**src/include/urx_pkg.sv**
```systemverilog
// Purpose: constants for the receive, error, interrupt and wake block
// Assumes: apb slave, 32-bit data, one clock of 100 MHz
// Notes:   bit layouts of all registers live here
// Behaviour
// RULE_01 - two buffered words, third completing flags overrun
// RULE_02 - overrun keeps buffer, drops word, may interrupt
// RULE_03 - overrun clears on status then data read
// RULE_04 - noise flag set with receive-available, word kept
// RULE_05 - noise flag never interrupts on its own
// RULE_06 - noise clears on status then data read
// RULE_07 - low first stop bit sets framing error
// RULE_08 - framing error buffered with word, reset clears
// RULE_09 - parity error only with parity enabled
// RULE_10 - error flags travel with word; read first
// RULE_11 - single active-low pulse from six sources
// RULE_12 - own tx enables, shared receive enable
// RULE_13 - address detect interrupts without any flag
// RULE_14 - address mode: interrupt only if top bit high
// RULE_15 - no address mode: interrupt on every word
// RULE_16 - software clears parity when address mode on
// RULE_17 - status flags read-only, changed by uart only
// RULE_18 - halted clock freezes reception, then resumes
// RULE_19 - low-power modes keep all registers unchanged
// RULE_20 - rx falling edge wakes when all enables set
// RULE_21 - wake interrupt needs global and serial enables
// RULE_22 - rx ignored and wake irq held during startup
// RULE_23 - word moved to buffer requests receive interrupt
package urx_pkg;
  localparam logic [7:0] ADDR_STATUS   = 8'h00;
  localparam logic [7:0] ADDR_CTRL_ONE = 8'h04;
  localparam logic [7:0] ADDR_CTRL_TWO = 8'h08;
  localparam logic [7:0] ADDR_BAUD     = 8'h0C;
  localparam logic [7:0] ADDR_RX_DATA  = 8'h10;
  // uart_control_one fields
  localparam int C1_UNIT_EN = 0;
  localparam int C1_NINE    = 1;
  localparam int C1_PAR_EN  = 2;
  localparam int C1_PAR_ODD = 3;
  localparam int C1_TWO_STOP = 4;
  // uart_control_two fields
  localparam int C2_RX_EN    = 0;
  localparam int C2_ADDR     = 1;
  localparam int C2_WAKE     = 2;
  localparam int C2_RX_IRQ   = 3;
  localparam int C2_TXE_IRQ  = 4;
  localparam int C2_TXI_IRQ  = 5;
  // uart_status_reg fields
  localparam int ST_AVAIL = 0;
  localparam int ST_OVR   = 1;
  localparam int ST_NOISE = 2;
  localparam int ST_FRAME = 3;
  localparam int ST_PAR   = 4;
  localparam int ST_IDLE  = 5;
  localparam int ST_TXE   = 6;
  localparam int ST_TXI   = 7;
  localparam logic [5:0]  CTRL_ONE_RST = 6'h00;
  localparam logic [5:0]  CTRL_TWO_RST = 6'h00;
  localparam logic [15:0] BAUD_RST     = 16'h0000;
  // oversampling: 16 ticks a bit, three samples around the middle
  localparam logic [3:0] SAMP_A = 4'h7;
  localparam logic [3:0] SAMP_B = 4'h8;
  localparam logic [3:0] SAMP_C = 4'h9;
  localparam int CLK_PERIOD_NS = 10;
  localparam int STARTUP_NS    = 20000;
  localparam int STARTUP_CYCLES = (STARTUP_NS + CLK_PERIOD_NS - 1) / CLK_PERIOD_NS;
  typedef enum logic [2:0] {
    RX_IDLE   = 3'b000,
    RX_START  = 3'b001,
    RX_DATA   = 3'b011,
    RX_PARITY = 3'b010,
    RX_STOP   = 3'b110
  } urx_state_e;
endpackage : urx_pkg

```
**src/verilog/urx_core.sv**
```systemverilog
// Purpose: uart receive path with error flags, interrupt pulse and rx wake-up
// Assumes: all inputs synchronous to pclk; transmitter lives elsewhere
// Notes:   registers reached over apb, one wait state on every access
//
// Implementation choices: the APB slave port and the register offsets.
`timescale 1ns/10ps
`default_nettype none
module urx_core
  import urx_pkg::*;
#(
  parameter int STARTUP_COUNT = STARTUP_CYCLES
) (
  input  wire logic        pclk,
  input  wire logic        presetn,
  input  wire logic        psel,
  input  wire logic        penable,
  input  wire logic        pwrite,
  input  wire logic [7:0]  paddr,
  input  wire logic [31:0] pwdata,
  output logic [31:0]      prdata,
  output logic             pready,
  output logic             pslverr,
  input  wire logic        rx_line,
  input  wire logic        tx_empty,
  input  wire logic        tx_idle,
  input  wire logic        clock_halted,
  input  wire logic        deep_idle_state,
  input  wire logic        global_irq_enable,
  input  wire logic        serial_irq_enable,
  output logic             uart_irq_n,
  output logic             wake_event
);
  // a zero count would wrap the 32-bit counter and hold the startup window for about 2^32 cycles
  if (STARTUP_COUNT < 1) begin : g_bad_startup
    $error("startup count must be at least one");
  end

  // registers
  logic [5:0]  uart_control_one;
  logic [5:0]  uart_control_two;
  logic [15:0] baud_divisor_reg;
  logic        overrun_flag;
  logic        status_armed;

  wire serial_unit_enable = uart_control_one[C1_UNIT_EN];
  wire nine_bit_select    = uart_control_one[C1_NINE];
  wire parity_enable      = uart_control_one[C1_PAR_EN];
  wire parity_odd         = uart_control_one[C1_PAR_ODD];
  wire receiver_enable    = uart_control_two[C2_RX_EN];
  wire address_match_mode = uart_control_two[C2_ADDR];
  wire wake_enable        = uart_control_two[C2_WAKE];
  wire rx_irq_enable      = uart_control_two[C2_RX_IRQ];

  // full compare: aliases of a register would disturb the clear sequence
  function automatic logic is_reg(input logic [7:0] a, input logic [7:0] off);
    is_reg = (a == off);
  endfunction : is_reg

  // apb decode
  wire acc_done   = psel & penable & pready;
  wire wr_done    = acc_done & pwrite;
  wire rd_done    = acc_done & ~pwrite;
  wire sel_status = is_reg(paddr, ADDR_STATUS);
  wire sel_c1     = is_reg(paddr, ADDR_CTRL_ONE);
  wire sel_c2     = is_reg(paddr, ADDR_CTRL_TWO);
  wire sel_baud   = is_reg(paddr, ADDR_BAUD);
  wire sel_data   = is_reg(paddr, ADDR_RX_DATA);
  wire mapped     = sel_status | sel_c1 | sel_c2 | sel_baud | sel_data;
  wire next_pready = psel & penable & ~pready;

  // two-entry receive buffer: 9 data bits, noise, frame, parity
  logic [11:0] rx_data_buffer [2];
  logic        wr_idx;
  logic        rd_idx;
  logic [1:0]  fill;
  wire [11:0]  head       = rx_data_buffer[rd_idx];
  wire         rx_available_flag = (fill != 2'b00);
  wire         buf_full   = (fill == 2'b10);
  // the clear sequence: a status read, then a data read
  wire         pop        = rd_done & sel_data & status_armed & rx_available_flag; // RULE_03

  // status word; flags are only read, never written by software
  wire [7:0] uart_status_reg; // RULE_17
  logic      rx_idle;
  assign uart_status_reg[ST_AVAIL] = rx_available_flag;
  assign uart_status_reg[ST_OVR]   = overrun_flag;
  assign uart_status_reg[ST_NOISE] = rx_available_flag & head[9];  // RULE_06
  assign uart_status_reg[ST_FRAME] = rx_available_flag & head[10]; // RULE_10
  assign uart_status_reg[ST_PAR]   = rx_available_flag & head[11]; // RULE_10
  assign uart_status_reg[ST_IDLE]  = rx_idle;
  assign uart_status_reg[ST_TXE]   = tx_empty;
  assign uart_status_reg[ST_TXI]   = tx_idle;

  wire [31:0] rd_mux = sel_status ? {24'h000000, uart_status_reg} :
                       sel_c1     ? {26'h0000000, uart_control_one} :
                       sel_c2     ? {26'h0000000, uart_control_two} :
                       sel_baud   ? {16'h0000, baud_divisor_reg} :
                       sel_data   ? {23'h000000, head[8:0]} : 32'h00000000;

  always_ff @(posedge pclk or negedge presetn) begin
    if (!presetn) begin
      pready  <= 1'b0;
      pslverr <= 1'b0;
      prdata  <= 32'h00000000;
    end else begin
      pready  <= next_pready;
      pslverr <= next_pready & ~mapped;
      if (next_pready) begin
        prdata <= rd_mux;
      end
    end
  end

  // control registers hold through idle and sleep: nothing here sees the mode
  always_ff @(posedge pclk or negedge presetn) begin
    if (!presetn) begin
      uart_control_one <= CTRL_ONE_RST;
      uart_control_two <= CTRL_TWO_RST;
      baud_divisor_reg <= BAUD_RST;
    end else if (wr_done) begin // RULE_19
      if (sel_c1) uart_control_one <= pwdata[5:0];
      if (sel_c2) uart_control_two <= pwdata[5:0];
      if (sel_baud) baud_divisor_reg <= pwdata[15:0];
    end
  end

  always_ff @(posedge pclk or negedge presetn) begin
    if (!presetn) begin
      status_armed <= 1'b0;
    end else if (acc_done) begin
      status_armed <= ~pwrite & sel_status;
    end
  end

  // wake-up and startup delay
  logic [31:0] startup_cnt;
  logic        starting;
  logic        rx_prev;
  logic        wake_irq;
  wire rx_fall   = rx_prev & ~rx_line;
  wire wake_armed = wake_enable & serial_unit_enable & receiver_enable & rx_irq_enable;
  wire wake_hit  = deep_idle_state & wake_armed & rx_fall & ~starting; // RULE_20
  wire start_end = starting & (startup_cnt == 32'd1);

  always_ff @(posedge pclk or negedge presetn) begin
    if (!presetn) begin
      rx_prev    <= 1'b1;
      wake_event <= 1'b0;
      wake_irq   <= 1'b0;
    end else begin
      rx_prev    <= rx_line;
      wake_event <= wake_hit;
      wake_irq   <= start_end & global_irq_enable & serial_irq_enable; // RULE_21
    end
  end

  // the count runs from the wake edge; reception stays blocked meanwhile
  always_ff @(posedge pclk or negedge presetn) begin
    if (!presetn) begin
      starting    <= 1'b0;
      startup_cnt <= 32'd0;
    end else if (wake_hit) begin
      starting    <= 1'b1;
      startup_cnt <= 32'(STARTUP_COUNT);
    end else if (starting) begin
      startup_cnt <= startup_cnt - 32'd1;
      if (start_end) starting <= 1'b0; // RULE_22
    end
  end

  // receiver runs only with a live clock, enabled, and not during startup
  wire rx_run = serial_unit_enable & receiver_enable & ~clock_halted & ~starting
                & ~deep_idle_state; // RULE_18 RULE_22

  // oversampling divider: one tick per baud_divisor+1 clocks
  logic [15:0] div_cnt;
  wire         tick = rx_run & (div_cnt == baud_divisor_reg);
  always_ff @(posedge pclk or negedge presetn) begin
    if (!presetn) begin
      div_cnt <= 16'h0000;
    end else if (rx_run) begin // RULE_18
      div_cnt <= tick ? 16'h0000 : div_cnt + 16'h0001;
    end
  end

  // receive state machine
  urx_state_e  state;
  urx_state_e  next_state;
  logic [3:0]  sub;
  logic [3:0]  bit_cnt;
  logic [8:0]  shreg;
  logic [2:0]  samp;
  logic        noisy;
  logic        pbit;

  // majority of the three middle samples; any disagreement counts as noise
  function automatic logic vote(input logic [2:0] s);
    vote = (s[0] & s[1]) | (s[1] & s[2]) | (s[0] & s[2]);
  endfunction : vote

  function automatic logic disagree(input logic [2:0] s);
    disagree = ~(&s) & (|s);
  endfunction : disagree

  wire [2:0] samp_now = {samp[1:0], rx_line};
  wire       bit_val  = vote(samp_now);
  wire       bit_noisy = disagree(samp_now);
  wire       decide   = tick & (sub == SAMP_C);
  wire [3:0] data_bits = nine_bit_select ? 4'h9 : 4'h8;
  wire       last_data = (bit_cnt == data_bits - 4'h1);
  wire       frame_err = ~bit_val; // RULE_07
  wire [8:0] word      = nine_bit_select ? shreg : {1'b0, shreg[8:1]};
  wire       par_err   = parity_enable & ((^word ^ pbit) != parity_odd); // RULE_09
  wire       top_bit   = shreg[8]; // RULE_14
  wire       done      = (state == RX_STOP) & decide;
  wire       push      = done & ~buf_full; // RULE_01
  wire       ovr_event = done & buf_full; // RULE_02

  always_comb begin
    next_state = state;
    unique case (state)
      RX_IDLE:   if (rx_run & rx_fall) next_state = RX_START;
      RX_START:  if (decide) next_state = bit_val ? RX_IDLE : RX_DATA;
      RX_DATA:   if (decide & last_data) next_state = parity_enable ? RX_PARITY : RX_STOP;
      RX_PARITY: if (decide) next_state = RX_STOP;
      RX_STOP:   if (decide) next_state = RX_IDLE;
    endcase
    if (!(serial_unit_enable & receiver_enable)) next_state = RX_IDLE;
  end

  always_ff @(posedge pclk or negedge presetn) begin
    if (!presetn) begin
      state <= RX_IDLE;
    end else if (rx_run | ~(serial_unit_enable & receiver_enable)) begin // RULE_18
      state <= next_state;
    end
  end

  // the sample window counter restarts at each start edge
  wire in_idle    = (state == RX_IDLE);
  wire start_seen = rx_run & rx_fall;
  wire samp_slot  = (sub == SAMP_A) | (sub == SAMP_B) | (sub == SAMP_C);

  always_ff @(posedge pclk or negedge presetn) begin
    if (!presetn) begin
      sub <= 4'h0;
    end else if (in_idle) begin
      sub <= 4'h0;
    end else if (tick) begin
      sub <= sub + 4'h1;
    end
  end

  always_ff @(posedge pclk or negedge presetn) begin
    if (!presetn) begin
      samp <= 3'b111;
    end else if (tick & ~in_idle & samp_slot) begin
      samp <= samp_now;
    end
  end

  always_ff @(posedge pclk or negedge presetn) begin
    if (!presetn) begin
      bit_cnt <= 4'h0;
      shreg   <= 9'h000;
    end else if (in_idle) begin
      bit_cnt <= 4'h0;
    end else if (decide && state == RX_DATA) begin
      shreg   <= {bit_val, shreg[8:1]};
      bit_cnt <= bit_cnt + 4'h1;
    end
  end

  always_ff @(posedge pclk or negedge presetn) begin
    if (!presetn) begin
      noisy <= 1'b0;
      pbit  <= 1'b0;
    end else if (in_idle) begin
      noisy <= 1'b0;
    end else if (decide) begin
      noisy <= noisy | bit_noisy; // RULE_04
      if (state == RX_PARITY) pbit <= bit_val;
    end
  end

  // idle drops on the start edge itself, so software sees a frame begin at once
  always_ff @(posedge pclk or negedge presetn) begin
    if (!presetn) begin
      rx_idle <= 1'b1;
    end else begin
      rx_idle <= in_idle & ~start_seen;
    end
  end

  // buffer writes carry the error flags beside the word
  always_ff @(posedge pclk or negedge presetn) begin
    if (!presetn) begin
      rx_data_buffer[0] <= 12'h000;
      rx_data_buffer[1] <= 12'h000;
      wr_idx <= 1'b0;
      rd_idx <= 1'b0;
      fill   <= 2'b00;
    end else begin
      if (push) begin
        rx_data_buffer[wr_idx] <= {par_err, frame_err, noisy | bit_noisy, word}; // RULE_08 RULE_10
        wr_idx <= ~wr_idx;
      end
      if (pop) rd_idx <= ~rd_idx;
      fill <= fill + {1'b0, push} - {1'b0, pop};
    end
  end

  // overrun stays until the clear sequence; a new overrun wins
  always_ff @(posedge pclk or negedge presetn) begin
    if (!presetn) begin
      overrun_flag <= 1'b0;
    end else if (ovr_event) begin
      overrun_flag <= 1'b1; // RULE_02
    end else if (pop) begin
      overrun_flag <= 1'b0; // RULE_03
    end
  end

  // interrupt sources; noise adds no source of its own
  logic tx_empty_d;
  logic tx_idle_d;
  wire  addr_ok   = ~address_match_mode | top_bit; // RULE_14 RULE_15
  wire  rx_irq    = rx_irq_enable & push & addr_ok; // RULE_23 RULE_05
  wire  addr_irq  = address_match_mode & push & top_bit; // RULE_13
  wire  ovr_irq   = rx_irq_enable & ovr_event; // RULE_02 RULE_12
  wire  txe_irq   = uart_control_two[C2_TXE_IRQ] & tx_empty & ~tx_empty_d; // RULE_12
  wire  txi_irq   = uart_control_two[C2_TXI_IRQ] & tx_idle & ~tx_idle_d; // RULE_12
  wire  any_irq   = rx_irq | addr_irq | ovr_irq | txe_irq | txi_irq | wake_irq;

  // transmitter levels interrupt only on their rising edge, not while they stay high
  always_ff @(posedge pclk or negedge presetn) begin
    if (!presetn) begin
      tx_empty_d <= 1'b0;
      tx_idle_d  <= 1'b0;
    end else begin
      tx_empty_d <= tx_empty;
      tx_idle_d  <= tx_idle;
    end
  end

  always_ff @(posedge pclk or negedge presetn) begin
    if (!presetn) begin
      uart_irq_n <= 1'b1;
    end else begin
      uart_irq_n <= ~any_irq; // RULE_11
    end
  end
endmodule : urx_core
`default_nettype wire

```
**config.mk**
```make
export PLATFORM = sky130hd
export DESIGN_NAME = urx_core
export DESIGN_NICKNAME = d
export VERILOG_FILES = /design/src/include/urx_pkg.sv /design/src/verilog/urx_core.sv
export SDC_FILE = /design/constraint.sdc
export NUM_CORES = 1
export LEC_CHECK = 0
export ABC_AREA = 1
export ABC_CLOCK_PERIOD_IN_PS = 2500
export CAP_MARGIN = 25
export CORE_MARGIN = 2
export CORE_UTILIZATION = 35
export DETAILED_ROUTE_END_ITERATION = 10
export DONT_BUFFER_PORTS = 1
export PLACE_DENSITY = 0.61
export SLEW_MARGIN = 10
export SYNTH_ARGS = -nofsm -noshare
export SYNTH_HDL_FRONTEND = slang
export SYNTH_SLANG_ARGS = --single-unit
```
**constraint.sdc**
```tcl
create_clock -name pclk -period 2.5 [get_ports pclk]
set_input_delay 0.25 -clock pclk [delete_from_list [all_inputs] [get_ports pclk]]
set_output_delay 0.25 -clock pclk [all_outputs]
set_load 0.02 [all_outputs]
```
==> impl_metrics.tcl <==
set metrics [dict create \
    drt_first_pass_iters 5 \
    clock_latency_ns 0.43 \
    dr_total_vias 6859 \
    maxCapViolCount 0 \
    powerDensity_nw_per_um2 559.7 \
    worstPathMaxFanout 4 \
    first_global_vias 6569 \
    top_register "startup_cnt" \
    grtUsageTotal 0.1673 \
    routedWlPerCell_um 14.34 \
    min_period_over_period 0.9173 \
    drtIter0Drc 477 \
    power.leakage_nw 4.462 \
    worst_ep_required_time_ns 2.86 \
    worstPathArrival_ns 2.65 \
    ctsLongestPathBuffers 2 \
    final_util 0.4023 \
    ant_nets 0 \
    fillerInstances 2412 \
    finalSetupViolCount 0 \
    drt-total-wl_um 20410 \
    synth-edff-count 0 \
    synth_top_area_share 0.4487 \
    ios 88 \
    cp-end-kind "register" \
    grt_max_degree 157 \
    ys_async_sr_fraction 1.000 \
    ir_drop_uv 403.9 \
    start_kind "register" \
    gp_congestion 0.8421 \
    violations "hold timing" \
    synth_cell_type_count 51 \
    dp_hpwl_um 15020 \
    die_h_um 159.1 \
    syn_avg_cell_area_sq_um 7.923 \
    diodes 0 \
    area_delta_synth_final_pct 12.46 \
    synth_seq_cells 156 \
    h-tree-depth 4 \
    dieArea_sq_um 25320 \
    worstSetupPathType "register to register" \
    largest_register_ffs 32 \
    tightestPinTransition_ns 0.7459 \
    synth_area_leaders "dfrtp_1 45%, nand2_1 12%, inv_1 4.9%" \
    worstHoldPathType "input port to asynchronous set/reset pin" \
    fin_crit_ns 2.293 \
    rsz0062_at_grt "no" \
    max_freq_ghz 0.4361 \
    ys_seq_area_frac 0.4643 \
    grt_pass1_wl_um 34330 \
    nets 1153 \
    cts_buffers 17 \
    drc 0 \
    synth-main-ff-cell "dfrtp_1" \
    clkSlewWorstSetupHoldPaths_ns 0.07 \
    portBuffers 0 \
    root_buffer "clkbuf_16" \
    worst_slack_ns 0.2067 \
    max_slew_margin 0.5027 \
    totalPowerFinal_mw 5.301 \
    antenna_found_initial 0 \
    fin_area_sq_um 9472 \
    vias_per_cell 4.817 \
    final.setup.tns_ns 0 \
    cts_num_sinks 156 \
    status "finished, violations left" \
    skew_ns 0.01621 \
    finalMaxSlewViolations 0 \
    largest_registers "startup_cnt x32, rx_data_buffer x24" \
    whs_ns -0.4955 \
    detailedPlace.worstSlack_ns 0.1821 \
    synthCells 1063 \
    synth.cell_area_sq_um 8422 \
    placed_cell_area_sq_um 8768 \
    initial_utilization 0.3577 \
    gr-total-overflow 0 \
    num_rows 56 \
    cts_tree "yes" \
    cts_hold_buf 11 \
    netlist.top_cell.by_area "dfrtp_1" \
    r2r_slack_ns 0.21 \
    ys_warn_count 0 \
    core_sq_um 23540 \
    drive_gt1_frac 0.1430 \
    hold_viol_final 156 \
    fp.dieW_um 159.1 \
]
[cells by family after synthesis]
family / Yosys count / share of synthesized area
AO/OA/AOI/OAI: 172 / 0.1203
XOR/XNOR: 12 / 0.01248
adder cells (fa/ha/maj): 9 / 0.01337
buffers and inverters: 173 / 0.09211
flip-flops: 156 / 0.4643
multiplexers: 5 / 0.006091
other: 1 / 0.0004453
AND/OR/NAND/NOR: 535 / 0.2909
[Yosys cell counts (all sizes together) (3+ instances only)]
cell    instances
nand3          70
xnor2           4
o21a            4
dfstp           5
o21ai         117
a31oi           3
mux2i           4
and3            5
inv           132
o211ai          5
or2             6
o22ai           6
nor2          116
clkbuf          8
a21oi          29
ha              9
nor3           19
clkinv          5
xor2            8
dfrtp         151
buf            28
nand2         292
nand4          20
nor4            4
[power by group]
group	switching [mW]	total, mW	internal, mW
Combinational	0.0655	0.0950	0.0295
Clock	1.14	2.63	1.49
Sequential	0.0322	2.57	2.54
Total	1.24	5.30	4.06
[final cells by class]
| type | count | area, sq um | area share |
|---|---|---|---|
| clock buffers | 21 | 470.5 | 0.04967 |
| clock inverters | 11 | 121.4 | 0.01281 |
| inverters | 137 | 516.7 | 0.05456 |
| multi-input cells | 749 | 3792 | 0.4004 |
| flip-flops and latches | 156 | 3911 | 0.4129 |
| well taps | 319 | 399.1 | 0.04214 |
| repair buffers | 31 | 260.3 | 0.02748 |
[worst max-delay path, cell delays in order (launching register included)]
cell and delay (ns):
dfrtp_1 0.44, inv_2 0.10, nand2_1 0.05, nand2_1 0.11
nand3_1 0.14, nor2_4 0.19, nand3_4 0.09, nor2_2 0.11
nand3_2 0.14, ha_1 0.32, inv_1 0.04, ha_1 0.17
xnor2_1 0.17, xor2_1 0.15
[placed cells by master (no fill, tap or decap), types with 5 or more instances in the layout]
cell and n:
inv_1 110, nand3_1 64, inv_6 7, o21ai_1 22, conb_1 16, nor2_1 100, nand4_1 18, nor3_1 16
nor2_2 8, dfrtp_1 150, a21oi_1 22, o22ai_1 6, buf_4 20, clkbuf_16 17, a21oi_2 7, o211ai_1 5
nor2_4 8, nand2_1 271, o21ai_0 77, dfstp_2 5, and3_1 5, dlygate4sd3_1 11, inv_2 22, ha_1 9
o21ai_2 18, nand2_2 19, xor2_1 8
[per-stage QoR]
stage                     hold WS, ns  instances
final                         -0.4955       1424
after global routing          -0.5187       1424
after CTS                     -0.5098       1424
after detailed placement     -0.04274       1381
after global placement       -0.04315       1381
after floorplan              -0.04559       1078
[timing repair]
action | CTS | global route
hold endpoints to repair | 168 | 156
setup endpoints to repair | 0 | 1
setup buffers | 0 | 0
resized for setup | 0 | 1
[routing by layer]
layer / track usage / vias to the layer above / share of wire
li1: - / 3477 / -
met1: 0.2285 / 3211 / 0.48
met2: 0.2737 / 147 / 0.47
met3: 0.02891 / 24 / 0.039
met4: 0.04793 / 0 / 0.015
met5: 0 / - / 0
[path summary, 6_finish.rpt]
kind                                                startpoint                               end  cells after the start
max in group asynchronous                              presetn                 rx_idle$_DFF_PN1_                      0
worst max-delay path                    div_cnt[8]$_DFFE_PN0P_                 fill[1]$_DFF_PN0_                     13
worst min-delay path                                   presetn        startup_cnt[7]$_DFFE_PN0P_                      0
worst max register to register          div_cnt[8]$_DFFE_PN0P_                 fill[1]$_DFF_PN0_                     13
worst min register to register  rx_data_buffer[10]$_DFFE_PN0P_    rx_data_buffer[10]$_DFFE_PN0P_                      2
min in group pclk                                   pwdata[13]  baud_divisor_reg[13]$_DFFE_PN0P_                      2
(Power assumes the default switching activity.)
